==> src/rtl/irq_pkg.sv <==
// Functional notes
// - no peripheral request reaches cpu_irq_o unless the peripheral enable bit is set; irq_o does not depend on that bit.
// - every flag sets on its condition whatever its enable and the global enable hold.
// - request one bit 7 reads 1 while the timer one gate is inactive, 0 while active.
// - request one bit 6 sets on conversion done and stays set until software clears it.
// - request one bit 5 is read-only, resets to 0, and reads 1 while the receive buffer holds data.
// - request one bit 4 is read-only and reads 1 while the transmit buffer is empty.
// - request one bit 3 sets when a sync port transfer completes and needs a software clear.
// - request one bit 2 sets on capture or compare of unit one, needs a clear, unused in pwm mode.
// - request one bit 1 sets when timer two matches its period register.
// - request one bit 0 sets on timer one overflow and stays set until cleared.
// - enable one holds one enable per source in the same bit positions as request one.
package irq_pkg;

  localparam int unsigned ADDR_W = 8;
  localparam int unsigned DATA_W = 8;

  // -------------------------------------------------------------------
  // register offsets
  // -------------------------------------------------------------------
  localparam logic [7:0] OFS_MAIN_CONTROL = 8'h00;
  localparam logic [7:0] OFS_OPTION       = 8'h01;
  localparam logic [7:0] OFS_ENABLE_ONE   = 8'h02;
  localparam logic [7:0] OFS_ENABLE_TWO   = 8'h03;
  localparam logic [7:0] OFS_REQUEST_ONE  = 8'h04;
  localparam logic [7:0] OFS_REQUEST_TWO  = 8'h05;
  localparam logic [7:0] OFS_STATUS_ONE   = 8'h06;
  localparam logic [7:0] OFS_STATUS_TWO   = 8'h07;
  localparam logic [7:0] OFS_MASK_ONE     = 8'h08;
  localparam logic [7:0] OFS_MASK_TWO     = 8'h09;

  // -------------------------------------------------------------------
  // field positions
  // -------------------------------------------------------------------
  localparam int unsigned BIT_GLOBAL_EN     = 7;
  localparam int unsigned BIT_PERIPH_EN     = 6;
  localparam int unsigned BIT_GATE          = 7;
  localparam int unsigned BIT_CONV_DONE     = 6;
  localparam int unsigned BIT_RX_FULL       = 5;
  localparam int unsigned BIT_TX_EMPTY      = 4;
  localparam int unsigned BIT_SYNC_DONE     = 3;
  localparam int unsigned BIT_CAPCOMP_ONE   = 2;
  localparam int unsigned BIT_TIMER_TWO     = 1;
  localparam int unsigned BIT_TIMER_ONE_OVF = 0;
  localparam int unsigned BIT_CAPCOMP_TWO   = 0;

  // -------------------------------------------------------------------
  // reset values
  // -------------------------------------------------------------------
  localparam logic [7:0] RST_MAIN_CONTROL = 8'h00;
  localparam logic [7:0] RST_OPTION       = 8'h00;
  localparam logic [7:0] RST_ENABLE       = 8'h00;
  localparam logic [7:0] RST_STATUS       = 8'h00;
  localparam logic [7:0] RST_MASK         = 8'h00;
  localparam logic [1:0] RST_SYNC         = 2'h0;
  // request one at rest: gate bit high while the gate is inactive
  localparam logic [7:0] RST_REQ_ONE_IDLE = 8'h80;

  // software-clearable flags: five in request one plus unit two
  localparam int unsigned NUM_STICKY = 6;

endpackage

==> src/rtl/flag_if.sv <==
`timescale 1ns/100ps
`default_nettype none
interface flag_if;
  logic set;
  logic wr;
  logic wdata;
  logic q;
  modport owner (input set, input wr, input wdata, output q);
  modport user  (output set, output wr, output wdata, input q);
endinterface
`default_nettype wire

==> src/rtl/sticky_flag.sv <==
`timescale 1ns/100ps
`default_nettype none
module sticky_flag
  import irq_pkg::*;
(
  input  wire logic clk_i,
  input  wire logic rst_n_i,
  flag_if.owner     flag
);

  // set dominates so an event in the clearing cycle survives
  always_ff @(posedge clk_i or negedge rst_n_i) begin
    if (!rst_n_i) begin
      flag.q <= 1'b0;
    end else if (flag.set) begin
      flag.q <= 1'b1;
    end else if (flag.wr) begin
      flag.q <= flag.wdata;
    end
  end

endmodule
`default_nettype wire

==> src/rtl/peripheral_irq_flags_enables.sv <==
`timescale 1ns/100ps
`default_nettype none
module peripheral_irq_flags_enables
  import irq_pkg::*;
(
  input  wire logic              clk_i,
  input  wire logic              rst_n_i,
  input  wire logic [ADDR_W-1:0] addr_i,
  input  wire logic [DATA_W-1:0] wdata_i,
  input  wire logic              wr_i,
  input  wire logic              rd_i,
  output logic      [DATA_W-1:0] rdata_o,
  input  wire logic              timer_one_gate_active_i,
  input  wire logic              conversion_done_i,
  input  wire logic              async_receive_full_i,
  input  wire logic              async_transmit_empty_i,
  input  wire logic              sync_port_done_i,
  input  wire logic              capcomp_one_event_i,
  input  wire logic              capcomp_one_pwm_i,
  input  wire logic              timer_two_match_i,
  input  wire logic              timer_one_overflow_i,
  input  wire logic              capcomp_two_event_i,
  input  wire logic              capcomp_two_pwm_i,
  output logic                   cpu_irq_o,
  output logic                   irq_o
);

  // -------------------------------------------------------------------
  // reset release
  // -------------------------------------------------------------------
  logic [1:0] rst_sync_q;
  logic       rst_n;

  always_ff @(posedge clk_i or negedge rst_n_i) begin
    if (!rst_n_i) begin
      rst_sync_q <= RST_SYNC;
    end else begin
      rst_sync_q <= {rst_sync_q[0], 1'b1};
    end
  end

  assign rst_n = rst_sync_q[1];

  // -------------------------------------------------------------------
  // write decode
  // -------------------------------------------------------------------
  logic wr_main;
  logic wr_option;
  logic wr_en_one;
  logic wr_en_two;
  logic wr_req_one;
  logic wr_req_two;
  logic wr_stat_one;
  logic wr_stat_two;
  logic wr_mask_one;
  logic wr_mask_two;

  assign wr_main     = wr_i && (addr_i == OFS_MAIN_CONTROL);
  assign wr_option   = wr_i && (addr_i == OFS_OPTION);
  assign wr_en_one   = wr_i && (addr_i == OFS_ENABLE_ONE);
  assign wr_en_two   = wr_i && (addr_i == OFS_ENABLE_TWO);
  assign wr_req_one  = wr_i && (addr_i == OFS_REQUEST_ONE);
  assign wr_req_two  = wr_i && (addr_i == OFS_REQUEST_TWO);
  assign wr_stat_one = wr_i && (addr_i == OFS_STATUS_ONE);
  assign wr_stat_two = wr_i && (addr_i == OFS_STATUS_TWO);
  assign wr_mask_one = wr_i && (addr_i == OFS_MASK_ONE);
  assign wr_mask_two = wr_i && (addr_i == OFS_MASK_TWO);

  // -------------------------------------------------------------------
  // control registers
  // -------------------------------------------------------------------
  logic                global_irq_enable_q;
  logic                peripheral_irq_enable_q;
  logic [DATA_W-1:0]   option_settings_q;
  logic [DATA_W-1:0]   peripheral_enable_one_q;
  logic                capcomp_two_irq_enable_q;

  // core-source bits of the main control register live elsewhere
  always_ff @(posedge clk_i or negedge rst_n) begin
    if (!rst_n) begin
      global_irq_enable_q <= RST_MAIN_CONTROL[BIT_GLOBAL_EN];
    end else if (wr_main) begin
      global_irq_enable_q <= wdata_i[BIT_GLOBAL_EN];
    end
  end

  always_ff @(posedge clk_i or negedge rst_n) begin
    if (!rst_n) begin
      peripheral_irq_enable_q <= RST_MAIN_CONTROL[BIT_PERIPH_EN];
    end else if (wr_main) begin
      peripheral_irq_enable_q <= wdata_i[BIT_PERIPH_EN];
    end
  end

  // timer and pin options are only stored here
  always_ff @(posedge clk_i or negedge rst_n) begin
    if (!rst_n) begin
      option_settings_q <= RST_OPTION;
    end else if (wr_option) begin
      option_settings_q <= wdata_i;
    end
  end

  always_ff @(posedge clk_i or negedge rst_n) begin
    if (!rst_n) begin
      peripheral_enable_one_q <= RST_ENABLE;
    end else if (wr_en_one) begin
      peripheral_enable_one_q <= wdata_i;
    end
  end

  always_ff @(posedge clk_i or negedge rst_n) begin
    if (!rst_n) begin
      capcomp_two_irq_enable_q <= RST_ENABLE[BIT_CAPCOMP_TWO];
    end else if (wr_en_two) begin
      capcomp_two_irq_enable_q <= wdata_i[BIT_CAPCOMP_TWO];
    end
  end

  // -------------------------------------------------------------------
  // sticky request flags
  // -------------------------------------------------------------------
  logic [NUM_STICKY-1:0] flag_set;
  logic [NUM_STICKY-1:0] flag_wr;
  logic [NUM_STICKY-1:0] flag_wdata;
  logic [NUM_STICKY-1:0] flag_q;

  // flags set regardless of any enable bit
  assign flag_set[0] = conversion_done_i;
  assign flag_set[1] = sync_port_done_i;
  // pwm mode produces no capture or compare events
  assign flag_set[2] = capcomp_one_event_i && !capcomp_one_pwm_i;
  assign flag_set[3] = timer_two_match_i;
  assign flag_set[4] = timer_one_overflow_i;
  assign flag_set[5] = capcomp_two_event_i && !capcomp_two_pwm_i;

  assign flag_wr[0]    = wr_req_one;
  assign flag_wr[1]    = wr_req_one;
  assign flag_wr[2]    = wr_req_one;
  assign flag_wr[3]    = wr_req_one;
  assign flag_wr[4]    = wr_req_one;
  assign flag_wr[5]    = wr_req_two;
  assign flag_wdata[0] = wdata_i[BIT_CONV_DONE];
  assign flag_wdata[1] = wdata_i[BIT_SYNC_DONE];
  assign flag_wdata[2] = wdata_i[BIT_CAPCOMP_ONE];
  assign flag_wdata[3] = wdata_i[BIT_TIMER_TWO];
  assign flag_wdata[4] = wdata_i[BIT_TIMER_ONE_OVF];
  assign flag_wdata[5] = wdata_i[BIT_CAPCOMP_TWO];

  // -------------------------------------------------------------------
  // one sticky cell per software-clearable flag
  // -------------------------------------------------------------------

  genvar gi;
  generate
    for (gi = 0; gi < NUM_STICKY; gi++) begin : g_flag
      flag_if fl ();
      assign fl.set   = flag_set[gi];
      assign fl.wr    = flag_wr[gi];
      assign fl.wdata = flag_wdata[gi];
      assign flag_q[gi] = fl.q;
      sticky_flag u_flag (
        .clk_i   (clk_i),
        .rst_n_i (rst_n),
        .flag    (fl)
      );
    end
  endgenerate

  // -------------------------------------------------------------------
  // request register views
  // -------------------------------------------------------------------
  logic [DATA_W-1:0] request_one;
  logic [DATA_W-1:0] request_two;

  // live levels are owned by their peripherals; writes do not touch them
  always_comb begin
    request_one                    = '0;
    request_one[BIT_GATE]          = !timer_one_gate_active_i;
    request_one[BIT_CONV_DONE]     = flag_q[0];
    request_one[BIT_RX_FULL]       = async_receive_full_i;
    request_one[BIT_TX_EMPTY]      = async_transmit_empty_i;
    request_one[BIT_SYNC_DONE]     = flag_q[1];
    request_one[BIT_CAPCOMP_ONE]   = flag_q[2];
    request_one[BIT_TIMER_TWO]     = flag_q[3];
    request_one[BIT_TIMER_ONE_OVF] = flag_q[4];
  end

  // unit two sits alone at bit 0; the upper bits read zero
  always_comb begin
    request_two                    = '0;
    request_two[BIT_CAPCOMP_TWO]   = flag_q[5];
  end

  // -------------------------------------------------------------------
  // event status and mask
  // -------------------------------------------------------------------
  logic [DATA_W-1:0] req_one_prev_q;
  logic              req_two_prev_q;
  logic [DATA_W-1:0] status_one_q;
  logic              status_two_q;
  logic [DATA_W-1:0] mask_one_q;
  logic              mask_two_q;
  logic [DATA_W-1:0] rise_one;
  logic              rise_two;

  // prev regs track requests so that level sources log one event;
  // reset to the idle levels, else the gate bit logs a false edge
  always_ff @(posedge clk_i or negedge rst_n) begin
    if (!rst_n) begin
      req_one_prev_q <= RST_REQ_ONE_IDLE;
    end else begin
      req_one_prev_q <= request_one;
    end
  end

  always_ff @(posedge clk_i or negedge rst_n) begin
    if (!rst_n) begin
      req_two_prev_q <= RST_STATUS[0];
    end else begin
      req_two_prev_q <= request_two[BIT_CAPCOMP_TWO];
    end
  end

  assign rise_one = request_one & ~req_one_prev_q;
  assign rise_two = request_two[BIT_CAPCOMP_TWO] && !req_two_prev_q;

  // write one to clear; a new event in that cycle wins
  always_ff @(posedge clk_i or negedge rst_n) begin
    if (!rst_n) begin
      status_one_q <= RST_STATUS;
    end else if (wr_stat_one) begin
      status_one_q <= (status_one_q & ~wdata_i) | rise_one;
    end else begin
      status_one_q <= status_one_q | rise_one;
    end
  end

  always_ff @(posedge clk_i or negedge rst_n) begin
    if (!rst_n) begin
      status_two_q <= RST_STATUS[0];
    end else if (wr_stat_two) begin
      // a rise in the clearing cycle survives
      status_two_q <= (status_two_q && !wdata_i[0]) || rise_two;
    end else begin
      status_two_q <= status_two_q || rise_two;
    end
  end

  always_ff @(posedge clk_i or negedge rst_n) begin
    if (!rst_n) begin
      mask_one_q <= RST_MASK;
    end else if (wr_mask_one) begin
      mask_one_q <= wdata_i;
    end
  end

  always_ff @(posedge clk_i or negedge rst_n) begin
    if (!rst_n) begin
      mask_two_q <= RST_MASK[0];
    end else if (wr_mask_two) begin
      mask_two_q <= wdata_i[0];
    end
  end

  // -------------------------------------------------------------------
  // enable and mask gating
  // -------------------------------------------------------------------
  logic [DATA_W-1:0] match_one;
  logic              match_two;
  logic [DATA_W-1:0] armed_one;
  logic              armed_two;
  logic              pending;

  // live bits 7, 5 and 4 interrupt for as long as their level holds;
  // software silences them through the enable, not by a write
  assign match_one = request_one & peripheral_enable_one_q;
  assign match_two = request_two[BIT_CAPCOMP_TWO] && capcomp_two_irq_enable_q;
  assign armed_one = status_one_q & mask_one_q;
  assign armed_two = status_two_q && mask_two_q;
  assign pending   = (|match_one) || match_two;

  // -------------------------------------------------------------------
  // interrupt outputs
  // -------------------------------------------------------------------

  always_ff @(posedge clk_i or negedge rst_n) begin
    if (!rst_n) begin
      cpu_irq_o <= 1'b0;
    end else begin
      // peripheral enable gates both request registers
      cpu_irq_o <= global_irq_enable_q && peripheral_irq_enable_q
                   && pending;
    end
  end

  always_ff @(posedge clk_i or negedge rst_n) begin
    if (!rst_n) begin
      irq_o <= 1'b0;
    end else begin
      irq_o <= (|armed_one) || armed_two;
    end
  end

  // -------------------------------------------------------------------
  // read port
  // -------------------------------------------------------------------
  logic [DATA_W-1:0] rd_mux;

  // reads have no side effects; live bits show as they stand
  always_comb begin
    rd_mux = '0;
    case (addr_i)
      OFS_MAIN_CONTROL: begin
        rd_mux[BIT_GLOBAL_EN] = global_irq_enable_q;
        rd_mux[BIT_PERIPH_EN] = peripheral_irq_enable_q;
      end
      OFS_OPTION:      rd_mux = option_settings_q;
      OFS_ENABLE_ONE:  rd_mux = peripheral_enable_one_q;
      OFS_ENABLE_TWO:  rd_mux[BIT_CAPCOMP_TWO] = capcomp_two_irq_enable_q;
      OFS_REQUEST_ONE: rd_mux = request_one;
      OFS_REQUEST_TWO: rd_mux = request_two;
      OFS_STATUS_ONE:  rd_mux = status_one_q;
      OFS_STATUS_TWO:  rd_mux[0] = status_two_q;
      OFS_MASK_ONE:    rd_mux = mask_one_q;
      OFS_MASK_TWO:    rd_mux[0] = mask_two_q;
      default:         rd_mux = '0;
    endcase
  end

  // data only in the cycle after the strobe, zero otherwise
  always_ff @(posedge clk_i or negedge rst_n) begin
    if (!rst_n) begin
      rdata_o <= '0;
    end else if (rd_i) begin
      rdata_o <= rd_mux;
    end else begin
      rdata_o <= '0;
    end
  end

endmodule
`default_nettype wire

==> config.mk <==
export PLATFORM = sky130hd
export DESIGN_NAME = peripheral_irq_flags_enables
export DESIGN_NICKNAME = d
export VERILOG_FILES = /design/src/rtl/irq_pkg.sv /design/src/rtl/flag_if.sv /design/src/rtl/sticky_flag.sv /design/src/rtl/peripheral_irq_flags_enables.sv
export SDC_FILE = /design/constraint.sdc
export NUM_CORES = 1
export LEC_CHECK = 0
export BUFFER_PORTS_ARGS = -buffer_cell sky130_fd_sc_hd__buf_2
export CAP_MARGIN = 20
export CORE_MARGIN = 2
export CORE_UTILIZATION = 60
export CTS_BUF_LIST = sky130_fd_sc_hd__clkbuf_4 sky130_fd_sc_hd__clkbuf_8
export CTS_CLUSTER_DIAMETER = 30
export DETAILED_ROUTE_END_ITERATION = 6
export PLACE_DENSITY = 0.85
export SLEW_MARGIN = 20
export SYNTH_ARGS = -nofsm -noshare
export SYNTH_HDL_FRONTEND = slang
export SYNTH_SLANG_ARGS = --single-unit
==> constraint.sdc <==
create_clock -name clk_i -period 4.8 [get_ports clk_i]
set_input_delay 0.72 -clock clk_i [delete_from_list [all_inputs] [get_ports clk_i]]
set_output_delay 0.72 -clock clk_i [all_outputs]
set_load 0.02 [all_outputs]
==> reports/qor.log <==
INFO  floorplanning  die-height=73.7um
INFO  floorplanning  initial_utilization=62.1%
INFO  route          drt-pass1-iter-count=5
INFO  sta            finalWorstPathRequiredPeriod=2.25ns
INFO  finish         area_growth_syn_to_layout=14.2%
INFO  sta            setup_tns=0ns
INFO  floorplanning  number_of_top_level_design_ports=41
INFO  clock_tree     clock_sink_count=64
INFO  route          route.detailed.drc=0
INFO  critical_path  worstReg2RegEnd=cpu_irq_o
INFO  floorplanning  placementRows=25
INFO  global_routing groute.usage.overall=28.1%
INFO  clock_tree     clock_tree_from_tritoncts=built
INFO  route          wl_per_cell=19.6um
INFO  clock_tree     post_cts.repair.setup_buffers=0
INFO  finish         fraction_of_layout_cells_with_a_size_suffix_above_1=32.4%
INFO  finish         number_of_nets_in_the_finished_design=319
INFO  flow_run       max_cap_viol_count=0
INFO  critical_path  critPathMaxStageDelay=0.50ns
INFO  synthesis      yosys_most_used_dff=sky130_fd_sc_hd__dfrtp_1
INFO  global_routing first_global_vias=2219
INFO  worst_hold_path path_type_of_the_worst_min_delay_path=in -> async
INFO  critical_path  worstPathRequired=5.02ns
INFO  synthesis      synthSimpleGateAreaFrac=12.1%
INFO  clock_tree     ctsHoldBuffers=0
INFO  route          ant_nets=0
INFO  global_routing grt-ovfl-total=0
INFO  floorplanning  fp.coreArea=4690um^2
INFO  synthesis      synth_most_common_cell=sky130_fd_sc_hd__dfrtp_1
INFO  critical_path  timing.reg2reg.setup_slack=3.53ns
INFO  sta            hold_violations=0
INFO  power_and_ir_drop p_leak=1.57nW
INFO  synthesis      ys_seq_elements=64
INFO  clock_tree     cts_resized=0
INFO  floorplanning  fp.dieArea=5430um^2
INFO  power_and_ir_drop pwr_density_cell=329nW/um^2
INFO  floorplanning  fp.dieW=73.7um
INFO  synthesis      synthesis.nets=277
INFO  sta            worst_margin_slew=1.03ns
INFO  synthesis      synthDominantAreaCellType=sky130_fd_sc_hd__dfrtp_1
INFO  route          route.vias.total=2240
INFO  critical_path  critical_path.cell_chain=buf_2, nor2b_1, nand3_1, nor2_2, mux2_2
INFO  clock_tree     cts_buffers=9
INFO  placed_design  place.port_buffers=40
INFO  synthesis      synth_compound_gate_area_share=14.6%
INFO  critical_path  critical_path_arrival=2.47ns
INFO  route          detailedRoute.firstIterationViolations=283
INFO  synthesis      mapped_avg_cell_area=11.8um^2
INFO  clock_tree     clk_root_buffer_cell=sky130_fd_sc_hd__clkbuf_8
INFO  critical_path  timing.rr.start=g_flag[3].u_flag.flag.q
INFO  critical_path  r2r_cell_count=3
INFO  global_routing pin_count_of_the_biggest_net_entering_global_routing=63
INFO  clock_tree     clock_tree.htree_level_count=3
INFO  synthesis      synth_top_area_share=54.1%
INFO  critical_path  startpoint_type_of_the_worst_setup_path=input pin
INFO  status         run_status=completed
INFO  synthesis      post_synth_most_frequent_cells=sky130_fd_sc_hd__dfrtp_1, sky130_fd_sc_hd__mux2_2, sky130_fd_sc_hd__nand2_1
INFO  clock_tree     clock_insertion_delay_worst_skew=0.34ns
INFO  placed_design  gp_congestion=0.877
INFO  route          postRouteWirelength=6.81mm
INFO  critical_path  setup.worst_path.end_class=flop
INFO  synthesis      number_of_flops_mapped_to_enable_cells_by_yosys=0
INFO  synthesis      yosys_warnings=0
INFO  synthesis      synth.top_cells.by_area=sky130_fd_sc_hd__dfrtp_1, sky130_fd_sc_hd__mux2_2, sky130_fd_sc_hd__a22o_1, sky130_fd_sc_hd__mux2i_1, sky130_fd_sc_hd__nand2_1
INFO  critical_path  cp_max_fo=22
INFO  critical_path  timing.setup.critical_path_class=in -> reg
INFO  critical_path  crit_slowest_cell=sky130_fd_sc_hd__nor2_2
INFO  synthesis      synth.mux.area_fraction=14.9%
INFO  synthesis      synthCells=246
INFO  synthesis      yosys.area_share.xor_xnor=0%
INFO  sta            rsz0062_at_grt=no
INFO  sta            report.final.setup_viol=0
INFO  synthesis      largest_family_of_logic_cells_by_synthesized_area=multiplexers
INFO  synthesis      yosys.cell_types.count=43
INFO  sta            final.setup_skew=0.0100ns
INFO  global_routing grt_antenna_before_repair=0
INFO  synthesis      syn_area=2910um^2
INFO  power_and_ir_drop total_power=0.00109W
INFO  sta            slew_violations=0
INFO  sta            worst_slew_margin_rel=31.1%
INFO  finish         antennaDiodeCount=0
INFO  synthesis      async_flop_share=100%
INFO  route          route.detailed.vias_per_inst=6.46
INFO  clock_tree     clock_tree.buffer_depth=2
INFO  power_and_ir_drop worst_case_vdd_ir_drop=181uV
INFO  sta            max_freq=0.445GHz
INFO  global_routing grt_first_pass_wirelength=10.9mm
INFO  sta            period_share=46.8%
INFO  clock_tree     worst_setup_hold_path_clk_slew=0.06ns
INFO  synthesis      yosysSeqAreaShare=55.0%
INFO  synthesis      synth_fa_ha_area_share=0%
INFO  placed_design  dp_hpwl=4.68mm
## layer usage
| metal | GRT usage (%) | share of wire (%) | vias to the layer above |
|---|---|---|---|
| li1 | - | - | 981 |
| met1 | 36.2 | 41 | 1118 |
| met2 | 43.0 | 48 | 112 |
| met3 | 5.62 | 6.6 | 29 |
| met5 | 0 | 0 | - |
| met4 | 18.6 | 4.5 | 0 |
## kinds of logic after synthesis
| kind of cell | count (synthesis) |
|---|---|
| other | 1 |
| AO/OA/AOI/OAI | 55 |
| multiplexers | 40 |
| flip-flops | 64 |
| buffers and inverters | 23 |
| AND/OR/NAND/NOR | 63 |
## placed cells by master (no fill, tap or decap), drive strengths merged, types with 2 or more instances in the layout
cell type	synthesis	final
a21boi	2	2
a21o	2	2
a21oi	6	6
a221oi	2	2
a222oi	2	2
a22o	16	16
a22oi	7	7
buf	3	41
clkbuf	7	11
clkinv	0	4
dfrtp	63	63
inv	13	13
mux2	28	28
mux2i	12	12
nand2	17	17
nand2b	3	3
nand3	3	3
nand3b	2	2
nor2	16	16
nor2b	4	4
nor3	10	10
nor4	4	4
o21ai	4	4
o2bb2ai	6	6
## worst max path at each step
stage	start	endpoint	slack (ns)	depth (start not counted)
2_1_floorplan	addr_i[5]	g_flag[2].u_flag.flag.q	2.57	5
3_3_place_gp	addr_i[5]	g_flag[2].u_flag.flag.q	2.24	5
3_5_place_dp	addr_i[5]	g_flag[2].u_flag.flag.q	2.23	5
4_1_cts	addr_i[5]	g_flag[2].u_flag.flag.q	2.59	5
5_1_grt	addr_i[5]	g_flag[2].u_flag.flag.q	2.49	5
6_report	addr_i[2]	peripheral_enable_one_q[2]	2.55	5
## worst max-delay path, delay by kind of cell
family                 cells  cell delay (ns)
muxes                      1             0.39
and+or+nand+nor            3             1.06
buffers and inverters      1             0.27
## registers in the layout, summed over array words and instances, names as in the netlist, 2 cells and up
name	flops
rdata_o	8
req_one_prev_q	8
mask_one_q	8
peripheral_enable_one_q	8
g_flag.u_flag.flag.q	6
status_one_q	8
option_settings_q	8
rst_sync_q	2
## per-stage QoR
step	worst slack [ns]	std cells	hold WS, ns	instance area (um^2)	util (%)
after global placement	2.24	331	0.337	3140	67.0
after global routing	2.49	347	0.150	3330	70.9
after detailed placement	2.23	331	0.340	3140	67.0
after floorplan	2.57	246	0.331	2910	-
after CTS	2.59	347	0.147	3330	70.9
final	2.55	347	0.152	3330	70.9
## report_power, final
group	internal, W	switching (W)
clock	0.000213	0.000201
sequential	0.000561	0.0000159
combinational	0.0000430	0.0000596
## layout make-up
class                   instances  area [um^2]
well taps                      54         67.6
repair buffers                 41          208
inverters                      13         48.8
clock buffers                  11          151
multi-input cells             159         1210
flip-flops and latches         64         1600
clock inverters                 5         31.3
fillers                       353         1370
Note: power is estimated with default switching activity, not from simulation.
